$ cat config.mk
export PLATFORM = sky130hd
export DESIGN_NAME = ofs_selector
export DESIGN_NICKNAME = d
export VERILOG_FILES = /design/src/ofs_pkg.sv /design/src/ofs_chan.sv /design/src/ofs_irq.sv /design/src/ofs_selector.sv
export SDC_FILE = /design/constraint.sdc
export NUM_CORES = 1
export LEC_CHECK = 0
export CORE_UTILIZATION = 50
export CTS_CLUSTER_SIZE = 12
export DETAILED_ROUTE_END_ITERATION = 10
export DONT_BUFFER_PORTS = 1
export PLACE_DENSITY = 0.66
export SLEW_MARGIN = 20
export SYNTH_ARGS = -nofsm -noshare
export SYNTH_HDL_FRONTEND = slang
export SYNTH_SLANG_ARGS = --single-unit
$ cat constraint.sdc
create_clock -name pclk -period 1.9 [get_ports pclk]
set_clock_uncertainty 0.1 [all_clocks]
set_input_delay 0.19 -clock pclk [delete_from_list [all_inputs] [get_ports pclk]]
set_output_delay 0.19 -clock pclk [all_outputs]
set_load 0.05 [all_outputs]
$ cat src/ofs_pkg.sv
package ofs_pkg;

  // ************************************************************
  // register map (byte addresses)
  // ************************************************************
  localparam logic [11:0] OFS_ADDR_CUR_CFG   = 12'h000;
  localparam logic [11:0] OFS_ADDR_PF_CFG    = 12'h004;
  localparam logic [11:0] OFS_ADDR_SUBST_FRQ = 12'h008;
  localparam logic [11:0] OFS_ADDR_CTRL      = 12'h00c;
  localparam logic [11:0] OFS_ADDR_STATUS    = 12'h010;
  localparam logic [11:0] OFS_ADDR_IRQ_STAT  = 12'h014;
  localparam logic [11:0] OFS_ADDR_IRQ_EN    = 12'h018;
  localparam logic [11:0] OFS_ADDR_IRQ_CLR   = 12'h01c;
  localparam logic [11:0] OFS_ADDR_ALARM_LO  = 12'h020;
  localparam logic [11:0] OFS_ADDR_ALARM_HI  = 12'h024;

  // ************************************************************
  // failsafe options
  // ************************************************************
  typedef enum logic [1:0] {
    OFS_GO_DEFAULT = 2'h0,
    OFS_FREEZE     = 2'h1,
    OFS_PASS_LIVE  = 2'h2,
    OFS_FIXED_FREQ = 2'h3
  } ofs_opt_e;

  // current output: 0 low alarm, 1 high alarm, 2 freeze, 3 pass_live
  localparam logic [1:0] OFS_CUR_LOW_ALARM  = 2'h0;
  localparam logic [1:0] OFS_CUR_HIGH_ALARM = 2'h1;
  localparam logic [1:0] OFS_CUR_FREEZE     = 2'h2;
  localparam logic [1:0] OFS_CUR_PASS_LIVE  = 2'h3;

  // ************************************************************
  // field positions and reset values
  // ************************************************************
  localparam int OFS_PF_PULSE_LSB  = 0;
  localparam int OFS_PF_FREQ_LSB   = 2;
  localparam int OFS_CUR_OPT_LSB   = 0;
  localparam int OFS_CUR_RANGE_LSB = 2;
  localparam int OFS_RANGE_W       = 2;
  localparam int OFS_N_RANGE       = 1 << OFS_RANGE_W;
  localparam int OFS_ALARM_IDX_LSB = 30;
  localparam int OFS_CTRL_SIM_BIT  = 0;
  localparam int OFS_CTRL_ZR_BIT   = 1;
  localparam int OFS_IRQ_W         = 3;
  localparam int OFS_IRQ_FAIL_ON   = 0;
  localparam int OFS_IRQ_FAIL_OFF  = 1;
  localparam int OFS_IRQ_ZR_ON     = 2;

  localparam logic [3:0] OFS_CUR_CFG_RST = 4'h0;
  localparam logic [3:0] OFS_PF_CFG_RST  = 4'h0;

  // error severity classes from the measurement core
  localparam logic [1:0] OFS_SEV_NONE   = 2'h0;
  localparam logic [1:0] OFS_SEV_NOTICE = 2'h1;
  localparam logic [1:0] OFS_SEV_FAULT  = 2'h2;
  localparam logic [1:0] OFS_SEV_SYSTEM = 2'h3;

endpackage

$ cat src/ofs_chan.sv
`timescale 1ns/1ps
// one output channel: selects live, frozen, substitute or zero value
module ofs_chan
  import ofs_pkg::*;
#(
  parameter int W = 16
) (
  input  wire logic         pclk,
  input  wire logic         presetn,
  input  wire logic [W-1:0] live_val,
  input  wire logic [W-1:0] fail_val,
  input  wire logic [W-1:0] sim_val,
  input  wire logic [W-1:0] zero_val,
  input  wire logic         sim_en,
  input  wire logic         fail_act,
  input  wire logic         zero_ret,
  input  wire logic [1:0]   opt,
  output logic [W-1:0]      out_val
);

  if (W < 1) begin : g_bad_w
    $error("ofs_chan: W must be positive");
  end

  logic [W-1:0] hold_reg;
  logic [W-1:0] src_w;
  logic [W-1:0] sel_w;
  logic [W-1:0] out_next;

  // frozen copy tracks the source value (live, or simulated when sim_en) only while healthy
  assign src_w = sim_en ? sim_val : live_val;
  assign sel_w = (opt == OFS_FREEZE)    ? hold_reg :
                 (opt == OFS_PASS_LIVE) ? src_w    :
                 fail_val;
  assign out_next = zero_ret ? zero_val :
                    fail_act ? sel_w : src_w;

  always_ff @(posedge pclk or negedge presetn) begin
    if (!presetn) begin
      hold_reg <= '0;
      out_val  <= '0;
    end else begin
      if (!fail_act) hold_reg <= src_w;
      out_val <= out_next;
    end
  end

endmodule // ofs_chan

$ cat src/ofs_irq.sv
`timescale 1ns/1ps
// sticky event bits; a set in the cycle of a clear wins
module ofs_irq
  import ofs_pkg::*;
#(
  parameter int N = OFS_IRQ_W
) (
  input  wire logic         pclk,
  input  wire logic         presetn,
  input  wire logic [N-1:0] ev,
  input  wire logic [N-1:0] clr,
  input  wire logic [N-1:0] en,
  output logic [N-1:0]      stat_reg,
  output logic              irq
);

  if (N < 1) begin : g_bad_n
    $error("ofs_irq: N must be positive");
  end

  logic [N-1:0] stat_next;

  assign stat_next = (stat_reg & ~clr) | ev;
  assign irq = |(stat_reg & en);

  always_ff @(posedge pclk or negedge presetn) begin
    if (!presetn) stat_reg <= '0;
    else stat_reg <= stat_next;
  end

endmodule // ofs_irq

$ cat src/ofs_selector.sv
`timescale 1ns/1ps
// ************************************************************
// output failsafe selector
// ************************************************************
module ofs_selector
  import ofs_pkg::*;
#(
  parameter int CUR_W  = 16,
  parameter int FREQ_W = 16,
  parameter int FB_W   = 32
) (
  input  wire logic              pclk,
  input  wire logic              presetn,
  input  wire logic              psel,
  input  wire logic              penable,
  input  wire logic              pwrite,
  input  wire logic [11:0]       paddr,
  input  wire logic [31:0]       pwdata,
  output logic [31:0]            prdata,
  output logic                   pready,
  output logic                   pslverr,
  input  wire logic [1:0]        err_sev,
  input  wire logic              zero_ret_in,
  input  wire logic              supply_ok,
  input  wire logic              relay_req,
  input  wire logic [CUR_W-1:0]  cur_live,
  input  wire logic [CUR_W-1:0]  cur_zero,
  input  wire logic [FREQ_W-1:0] freq_live,
  input  wire logic              pulse_live,
  input  wire logic [FB_W-1:0]   fb_live,
  output logic [CUR_W-1:0]       cur_out,
  output logic [FREQ_W-1:0]      freq_out,
  output logic                   pulse_out,
  output logic [FB_W-1:0]        fb_out,
  output logic                   relay_out,
  output logic                   irq
);

  // the alarm level shares its write word with the range index above it
  if (CUR_W < 2 || CUR_W > OFS_ALARM_IDX_LSB) begin : g_bad_cur_w
    $error("ofs_selector: CUR_W out of range");
  end
  if (FREQ_W < 2 || FREQ_W > 32) begin : g_bad_freq_w
    $error("ofs_selector: FREQ_W out of range");
  end
  if (FB_W < 1) begin : g_bad_fb_w
    $error("ofs_selector: FB_W out of range");
  end

  // ************************************************************
  // registers
  // ************************************************************
  logic [3:0]                   cur_cfg_reg;
  logic [3:0]                   pf_cfg_reg;
  logic [FREQ_W-1:0]            subst_frq_reg;
  logic [1:0]                   ctrl_reg;
  logic [CUR_W-1:0]             alarm_lo_reg [OFS_N_RANGE];
  logic [CUR_W-1:0]             alarm_hi_reg [OFS_N_RANGE];
  logic [OFS_IRQ_W-1:0]         irq_en_reg;
  logic [OFS_IRQ_W-1:0]         irq_stat;
  logic                         fail_d_reg;
  logic                         zr_d_reg;
  logic                         relay_reg;
  logic [FB_W-1:0]              fb_reg;
  logic [31:0]                  prdata_reg;

  // ************************************************************
  // apb decode
  // ************************************************************
  wire wr_en = psel && penable && pwrite;
  // read word is latched at the setup edge, so only the setup phase selects it
  wire rd_en = psel && !penable && !pwrite;
  wire [OFS_RANGE_W-1:0] range_w = cur_cfg_reg[OFS_CUR_RANGE_LSB +: OFS_RANGE_W];
  wire [1:0] cur_opt_w = cur_cfg_reg[OFS_CUR_OPT_LSB +: 2];
  wire [1:0] pul_opt_w = pf_cfg_reg[OFS_PF_PULSE_LSB +: 2];
  wire [1:0] frq_opt_w = pf_cfg_reg[OFS_PF_FREQ_LSB +: 2];

  function automatic logic hit(input logic [11:0] a, input logic [11:0] r);
    return a == r;
  endfunction

  wire a_cur = hit(paddr, OFS_ADDR_CUR_CFG);
  wire a_pf  = hit(paddr, OFS_ADDR_PF_CFG);
  wire a_sf  = hit(paddr, OFS_ADDR_SUBST_FRQ);
  wire a_ct  = hit(paddr, OFS_ADDR_CTRL);
  wire a_st  = hit(paddr, OFS_ADDR_STATUS);
  wire a_is  = hit(paddr, OFS_ADDR_IRQ_STAT);
  wire a_ie  = hit(paddr, OFS_ADDR_IRQ_EN);
  wire a_ic  = hit(paddr, OFS_ADDR_IRQ_CLR);
  wire a_lo  = hit(paddr, OFS_ADDR_ALARM_LO);
  wire a_hi  = hit(paddr, OFS_ADDR_ALARM_HI);
  wire mapped = a_cur | a_pf | a_sf | a_ct | a_st | a_is | a_ie | a_ic | a_lo | a_hi;

  assign pready  = 1'b1;
  assign pslverr = psel && penable && !mapped;

  // ************************************************************
  // write strobes
  // ************************************************************
  // one strobe per register keeps each always_ff to a single field, except the alarm block, which holds both the lo and hi levels
  wire wr_cur = wr_en && a_cur;
  wire wr_pf  = wr_en && a_pf;
  wire wr_sf  = wr_en && a_sf;
  wire wr_ct  = wr_en && a_ct;
  wire wr_ie  = wr_en && a_ie;
  wire wr_ic  = wr_en && a_ic;
  wire wr_lo  = wr_en && a_lo;
  wire wr_hi  = wr_en && a_hi;
  wire [OFS_RANGE_W-1:0] wr_idx = pwdata[OFS_ALARM_IDX_LSB +: OFS_RANGE_W];

  // ************************************************************
  // failsafe qualification
  // ************************************************************
  // notice class and no-error both count as healthy
  wire fail_act = (err_sev == OFS_SEV_FAULT) || (err_sev == OFS_SEV_SYSTEM);
  wire zero_ret = zero_ret_in || ctrl_reg[OFS_CTRL_ZR_BIT];
  wire sim_en   = ctrl_reg[OFS_CTRL_SIM_BIT] && !zero_ret;

  wire [CUR_W-1:0] cur_fail = (cur_opt_w == OFS_CUR_HIGH_ALARM) ? alarm_hi_reg[range_w]
                                                                 : alarm_lo_reg[range_w];
  // remap current options onto the shared channel encoding
  wire [1:0] cur_chan_opt = (cur_opt_w == OFS_CUR_FREEZE)    ? OFS_FREEZE :
                            (cur_opt_w == OFS_CUR_PASS_LIVE) ? OFS_PASS_LIVE :
                            OFS_GO_DEFAULT;
  wire [FREQ_W-1:0] frq_fail = (frq_opt_w == OFS_FIXED_FREQ) ? subst_frq_reg
                                                             : '0;
  // fixed frequency is meaningless for pulses, treated as go_default
  wire [1:0] pul_chan_opt = (pul_opt_w == OFS_FIXED_FREQ) ? OFS_GO_DEFAULT : pul_opt_w;

  // ************************************************************
  // output channels
  // ************************************************************
  ofs_chan #(.W(CUR_W)) u_cur (
    .pclk     (pclk),
    .presetn  (presetn),
    .live_val (cur_live),
    .fail_val (cur_fail),
    .sim_val  (alarm_hi_reg[range_w]),
    .zero_val (cur_zero),
    .sim_en   (sim_en),
    .fail_act (fail_act),
    .zero_ret (zero_ret),
    .opt      (cur_chan_opt),
    .out_val  (cur_out)
  );

  ofs_chan #(.W(FREQ_W)) u_frq (
    .pclk     (pclk),
    .presetn  (presetn),
    .live_val (freq_live),
    .fail_val (frq_fail),
    .sim_val  (subst_frq_reg),
    .zero_val ('0),
    .sim_en   (sim_en),
    .fail_act (fail_act),
    .zero_ret (zero_ret),
    .opt      (frq_opt_w),
    .out_val  (freq_out)
  );

  ofs_chan #(.W(1)) u_pul (
    .pclk     (pclk),
    .presetn  (presetn),
    .live_val (pulse_live),
    .fail_val (1'b0),
    .sim_val  (1'b0),
    .zero_val (1'b0),
    .sim_en   (sim_en),
    .fail_act (fail_act),
    .zero_ret (zero_ret),
    .opt      (pul_chan_opt),
    .out_val  (pulse_out)
  );

  // ************************************************************
  // relay and fieldbus
  // ************************************************************
  // relay ignores zero-return entirely
  wire relay_next = relay_req && !fail_act && supply_ok;
  wire [FB_W-1:0] fb_next = zero_ret ? '0 : fb_live;

  always_ff @(posedge pclk or negedge presetn) begin
    if (!presetn) begin
      relay_reg <= 1'b0;
    end else begin
      relay_reg <= relay_next;
    end
  end

  always_ff @(posedge pclk or negedge presetn) begin
    if (!presetn) begin
      fb_reg <= '0;
    end else begin
      fb_reg <= fb_next;
    end
  end

  assign relay_out = relay_reg;
  assign fb_out    = fb_reg;

  // ************************************************************
  // configuration writes
  // ************************************************************
  always_ff @(posedge pclk or negedge presetn) begin
    if (!presetn) begin
      cur_cfg_reg <= OFS_CUR_CFG_RST;
    end else if (wr_cur) begin
      cur_cfg_reg <= pwdata[3:0];
    end
  end

  always_ff @(posedge pclk or negedge presetn) begin
    if (!presetn) begin
      pf_cfg_reg <= OFS_PF_CFG_RST;
    end else if (wr_pf) begin
      pf_cfg_reg <= pwdata[3:0];
    end
  end

  always_ff @(posedge pclk or negedge presetn) begin
    if (!presetn) begin
      subst_frq_reg <= '0;
    end else if (wr_sf) begin
      subst_frq_reg <= pwdata[FREQ_W-1:0];
    end
  end

  // a software override stays in force until software lifts it
  always_ff @(posedge pclk or negedge presetn) begin
    if (!presetn) begin
      ctrl_reg <= '0;
    end else if (wr_ct) begin
      ctrl_reg <= pwdata[1:0];
    end
  end

  always_ff @(posedge pclk or negedge presetn) begin
    if (!presetn) begin
      irq_en_reg <= '0;
    end else if (wr_ie) begin
      irq_en_reg <= pwdata[OFS_IRQ_W-1:0];
    end
  end

  // alarm levels per range: level in the low bits, range index in the top bits
  genvar gi;
  generate
    for (gi = 0; gi < OFS_N_RANGE; gi++) begin : g_alarm
      wire sel_g = (wr_idx == OFS_RANGE_W'(gi));
      always_ff @(posedge pclk or negedge presetn) begin
        if (!presetn) begin
          alarm_lo_reg[gi] <= '0;
          alarm_hi_reg[gi] <= '1;
        end else begin
          if (sel_g && wr_lo) alarm_lo_reg[gi] <= pwdata[CUR_W-1:0];
          if (sel_g && wr_hi) alarm_hi_reg[gi] <= pwdata[CUR_W-1:0];
        end
      end
    end
  endgenerate

  // ************************************************************
  // events and interrupt
  // ************************************************************
  always_ff @(posedge pclk or negedge presetn) begin
    if (!presetn) begin
      fail_d_reg <= 1'b0;
    end else begin
      fail_d_reg <= fail_act;
    end
  end

  always_ff @(posedge pclk or negedge presetn) begin
    if (!presetn) begin
      zr_d_reg <= 1'b0;
    end else begin
      zr_d_reg <= zero_ret;
    end
  end

  wire [OFS_IRQ_W-1:0] ev_w  = {zero_ret && !zr_d_reg, !fail_act && fail_d_reg, fail_act && !fail_d_reg};
  wire [OFS_IRQ_W-1:0] clr_w = wr_ic ? pwdata[OFS_IRQ_W-1:0] : '0;

  ofs_irq #(.N(OFS_IRQ_W)) u_irq (
    .pclk     (pclk),
    .presetn  (presetn),
    .ev       (ev_w),
    .clr      (clr_w),
    .en       (irq_en_reg),
    .stat_reg (irq_stat),
    .irq      (irq)
  );

  // ************************************************************
  // read mux
  // ************************************************************
  wire [31:0] st_w = {27'h0, relay_reg, sim_en, zero_ret, err_sev};
  wire [CUR_W-1:0] lo_rd = alarm_lo_reg[range_w];
  wire [CUR_W-1:0] hi_rd = alarm_hi_reg[range_w];
  wire [31:0] cur_rd_w = {28'h0, cur_cfg_reg};
  wire [31:0] pf_rd_w  = {28'h0, pf_cfg_reg};
  wire [31:0] sf_rd_w  = 32'(subst_frq_reg);
  wire [31:0] ct_rd_w  = {30'h0, ctrl_reg};
  wire [31:0] is_rd_w  = 32'(irq_stat);
  wire [31:0] ie_rd_w  = 32'(irq_en_reg);
  wire [31:0] lo_rd_w  = 32'(lo_rd);
  wire [31:0] hi_rd_w  = 32'(hi_rd);

  // decodes are one-hot, so an and-or tree is enough; unmapped reads give zero
  wire [31:0] rd_word = ({32{a_cur}} & cur_rd_w) |
                        ({32{a_pf}}  & pf_rd_w)  |
                        ({32{a_sf}}  & sf_rd_w)  |
                        ({32{a_ct}}  & ct_rd_w)  |
                        ({32{a_st}}  & st_w)     |
                        ({32{a_is}}  & is_rd_w)  |
                        ({32{a_ie}}  & ie_rd_w)  |
                        ({32{a_lo}}  & lo_rd_w)  |
                        ({32{a_hi}}  & hi_rd_w);

  // registered so the word stands unchanged through the whole access phase
  always_ff @(posedge pclk or negedge presetn) begin
    if (!presetn) begin
      prdata_reg <= 32'h0;
    end else begin
      prdata_reg <= rd_en ? rd_word : 32'h0;
    end
  end

  assign prdata = prdata_reg;

endmodule // ofs_selector
==> metrics.cfg <==
[status]
status=complete, but fails checks
failed_checks=negative hold slack, negative setup slack

[worst_setup_path]
end_kind=register
cp.arrival_ps=2370
cp.required_ps=2230
cp_max_fo=8
crit_type=reg -> reg
startpoint_type=register

[place]
hpwl_mm=24.2
io_buffers=0
gp_congestion=0.845
place_inst=1459
dp_slack_ps=-141

[routing]
wl_per_cell_um=24.0
ant_nets=0
remaining_drc_errors=0
viasPerCell=6.14
vias=10235
highest_layer=met4
wl_met3_mm=2.95
first_pass_iters=6
routedLengthMet1_mm=16.6
drtIter0Drc=1065
met2_length_mm=19.5
routed_wl_mm=39.9

[clock_tree]
cts_root_buffer=clkbuf_16
clock_path_buffers=3
clock_sinks=277
cts_buffers=30
cts-htree-levels=1
clk_transition_reported_paths_ps=60
clock_latency_ps=570
cts_tree=done

[logic_synthesis]
ys_ff_latch=277
synth_edf_count=0
synth_cells=1117
async_flop_share=1.00
synth_warnings=0
avgSynthCellArea_um2=12.2
synth_ff_type=dfrtp_1
synth_seq_area_share=0.516
ys_top_cells_by_area=dfrtp_1, mux2_2, dfstp_2
yosys.area.top_type=dfrtp_1
synthesis.area_um2=13600
synth_cell_type_count=55
synth_top_area_share=0.392

[global_route]
grt_first_pass_wirelength_mm=62.0
grt_remaining_overflow=0
grt_pass1_vias=10475
grt_max_degree=278
antenna_found_initial=5
grt.total_usage=0.285

[sta]
worst_slew_pin_slew_ps=613
hold_viol=299
maxSlewViolCount=0
max_slew_margin=0.590
period_minus_slack_ps=2040
setup_viol=20
fin_hold_ws_ps=-763
setup_tns_ps=-1110
max_freq_mhz=490
setup_ws_ps=-140
rsz0062_at_grt=yes
period_share=1.07

[layout]
area.growth.synth_to_final_pct=28.4
regArea_um2=7020
multi_input_area_um2=6450
fin_util=0.662
final_nets=1438
mostFrequentLayoutCells=dfrtp_1, mux2_2, dlygate4sd3_1, buf_4, dfstp_2
fill_cells=1887
drive_above_1_share=0.375
final_cells=1666
final_common_cell=dfrtp_1

[power_and_ir_drop]
power_frac_seq=0.499
power_switching_uw=3190
comb_power_share=0.066
swShare=0.248
power_density_nw_per_um2=737
internal_power_uw=9660
irDropWorstVdd_mv=0.658
clkPwrFrac=0.435
p_leak_uw=0.00748

[floorplanning]
core_area_um2=26400
initial_core_util=0.515
die_w_um=167
dieHeight_um=167
rows=59
floorplan.die_area_um2=27800
ios=236

[run]
drv_cap=0

[hold_path]
hp-class=in -> async

-- metrics by stage --
stage	hold WS, ps	power [uW]	cell area [um^2]
6_report	-763	12900	17400
5_1_grt	-793	13200	17400
4_1_cts	-788	12900	17200
3_5_place_dp	-200	6970	14600
3_3_place_gp	-200	6960	14600
2_1_floorplan	-206	6920	13700
-- cell type report --
class | instances | area share
Antenna cell | 4 | 0.000574
Clock buffer | 50 | 0.0497
Clock inverter | 6 | 0.00380
Inverter | 26 | 0.00560
Multi-Input combinational cell | 725 | 0.370
Sequential cell | 277 | 0.402
Tap cell | 335 | 0.0240
Timing Repair Buffer | 243 | 0.144
-- kinds of logic after synthesis --
group | share of synthesized area
compound gates | 0.118
buf+inv | 0.0463
flops | 0.516
mux | 0.225
other cells | 0.000553
simple gates | 0.0931
-- layer usage --
| layer | vias up | global-route usage |
|---|---|---|
| met3 | 75 | 0.0530 |
| li1 | 4455 | - |
| met5 | - | 0 |
| met1 | 5231 | 0.384 |
| met2 | 474 | 0.474 |
| met4 | 0 | 0.0741 |
-- repair_timing --
action / 4_1_cts / 5_1_grt
pin swaps: 23 / 18
setup endpoints to repair: 37 / 138
cloned: 1 / 2
buffers inserted: 10 / 3
hold buffers: 131 / 1
resized for setup: 57 / 45
hold endpoints to repair: 545 / 300
-- worst max-delay path, cell delays in order (launching register included) --
cell       delay (ps)
dfrtp_4           530
buf_12            190
mux4_2            560
a2bb2oi_2         150
nor3b_1            60
or3_1             340
-- worst paths after layout --
check | start | end | slack, ps | cells after the start
setup / recovery | cur_cfg_reg[2]$_DFFE_PN0P_ | prdata[2]$_DFF_PN0_ | -140 | 5
hold / removal | presetn | fb_out[21]$_DFF_PN0_ | -760 | 0
setup reg to reg | cur_cfg_reg[2]$_DFFE_PN0P_ | prdata[2]$_DFF_PN0_ | -140 | 5
hold reg to reg | u_cur.hold_reg[7]$_DFFE_PN0P_ | u_cur.hold_reg[7]$_DFFE_PN0P_ | 390 | 2
max in group asynchronous | presetn | alarm_hi_reg[63]$_DFFE_PN1P_ | 1980 | 0
min in group pclk | zero_ret_in | u_frq.out_val[14]$_DFF_PN0_ | -140 | 3
-- cell usage after synthesis, types with 9 or more instances --
cell       instances
and3_1            11
o21a_1            25
o21ai_0           35
and2_1            34
nand2_1           70
a211oi_1          18
mux2i_1           51
o2bb2ai_1         13
dfstp_2           64
o221ai_1          18
nand3_1           22
mux2_2           158
nor4bb_1          17
clkbuf_1          53
mux2_4            11
buf_4             25
mux4_2            27
dfrtp_1          213
nor2_1            19
a22oi_1           31
inv_1             25
a21oi_1           64
buf_2             14
a32oi_1            9
nand2b_1          13
-- power groups by stage --
| stage | Sequential [uW] | Clock, uW | Combinational, uW |
|---|---|---|---|
| after CTS | 6410 | 5650 | 803 |
| after global routing | 6420 | 5900 | 911 |
| final | 6410 | 5590 | 851 |
| after detailed placement | 6510 | 0 | 455 |
| after floorplan | 6490 | 0 | 428 |
| after global placement | 6510 | 0 | 447 |
No activity file was read; power rests on OpenSTA's default activity.
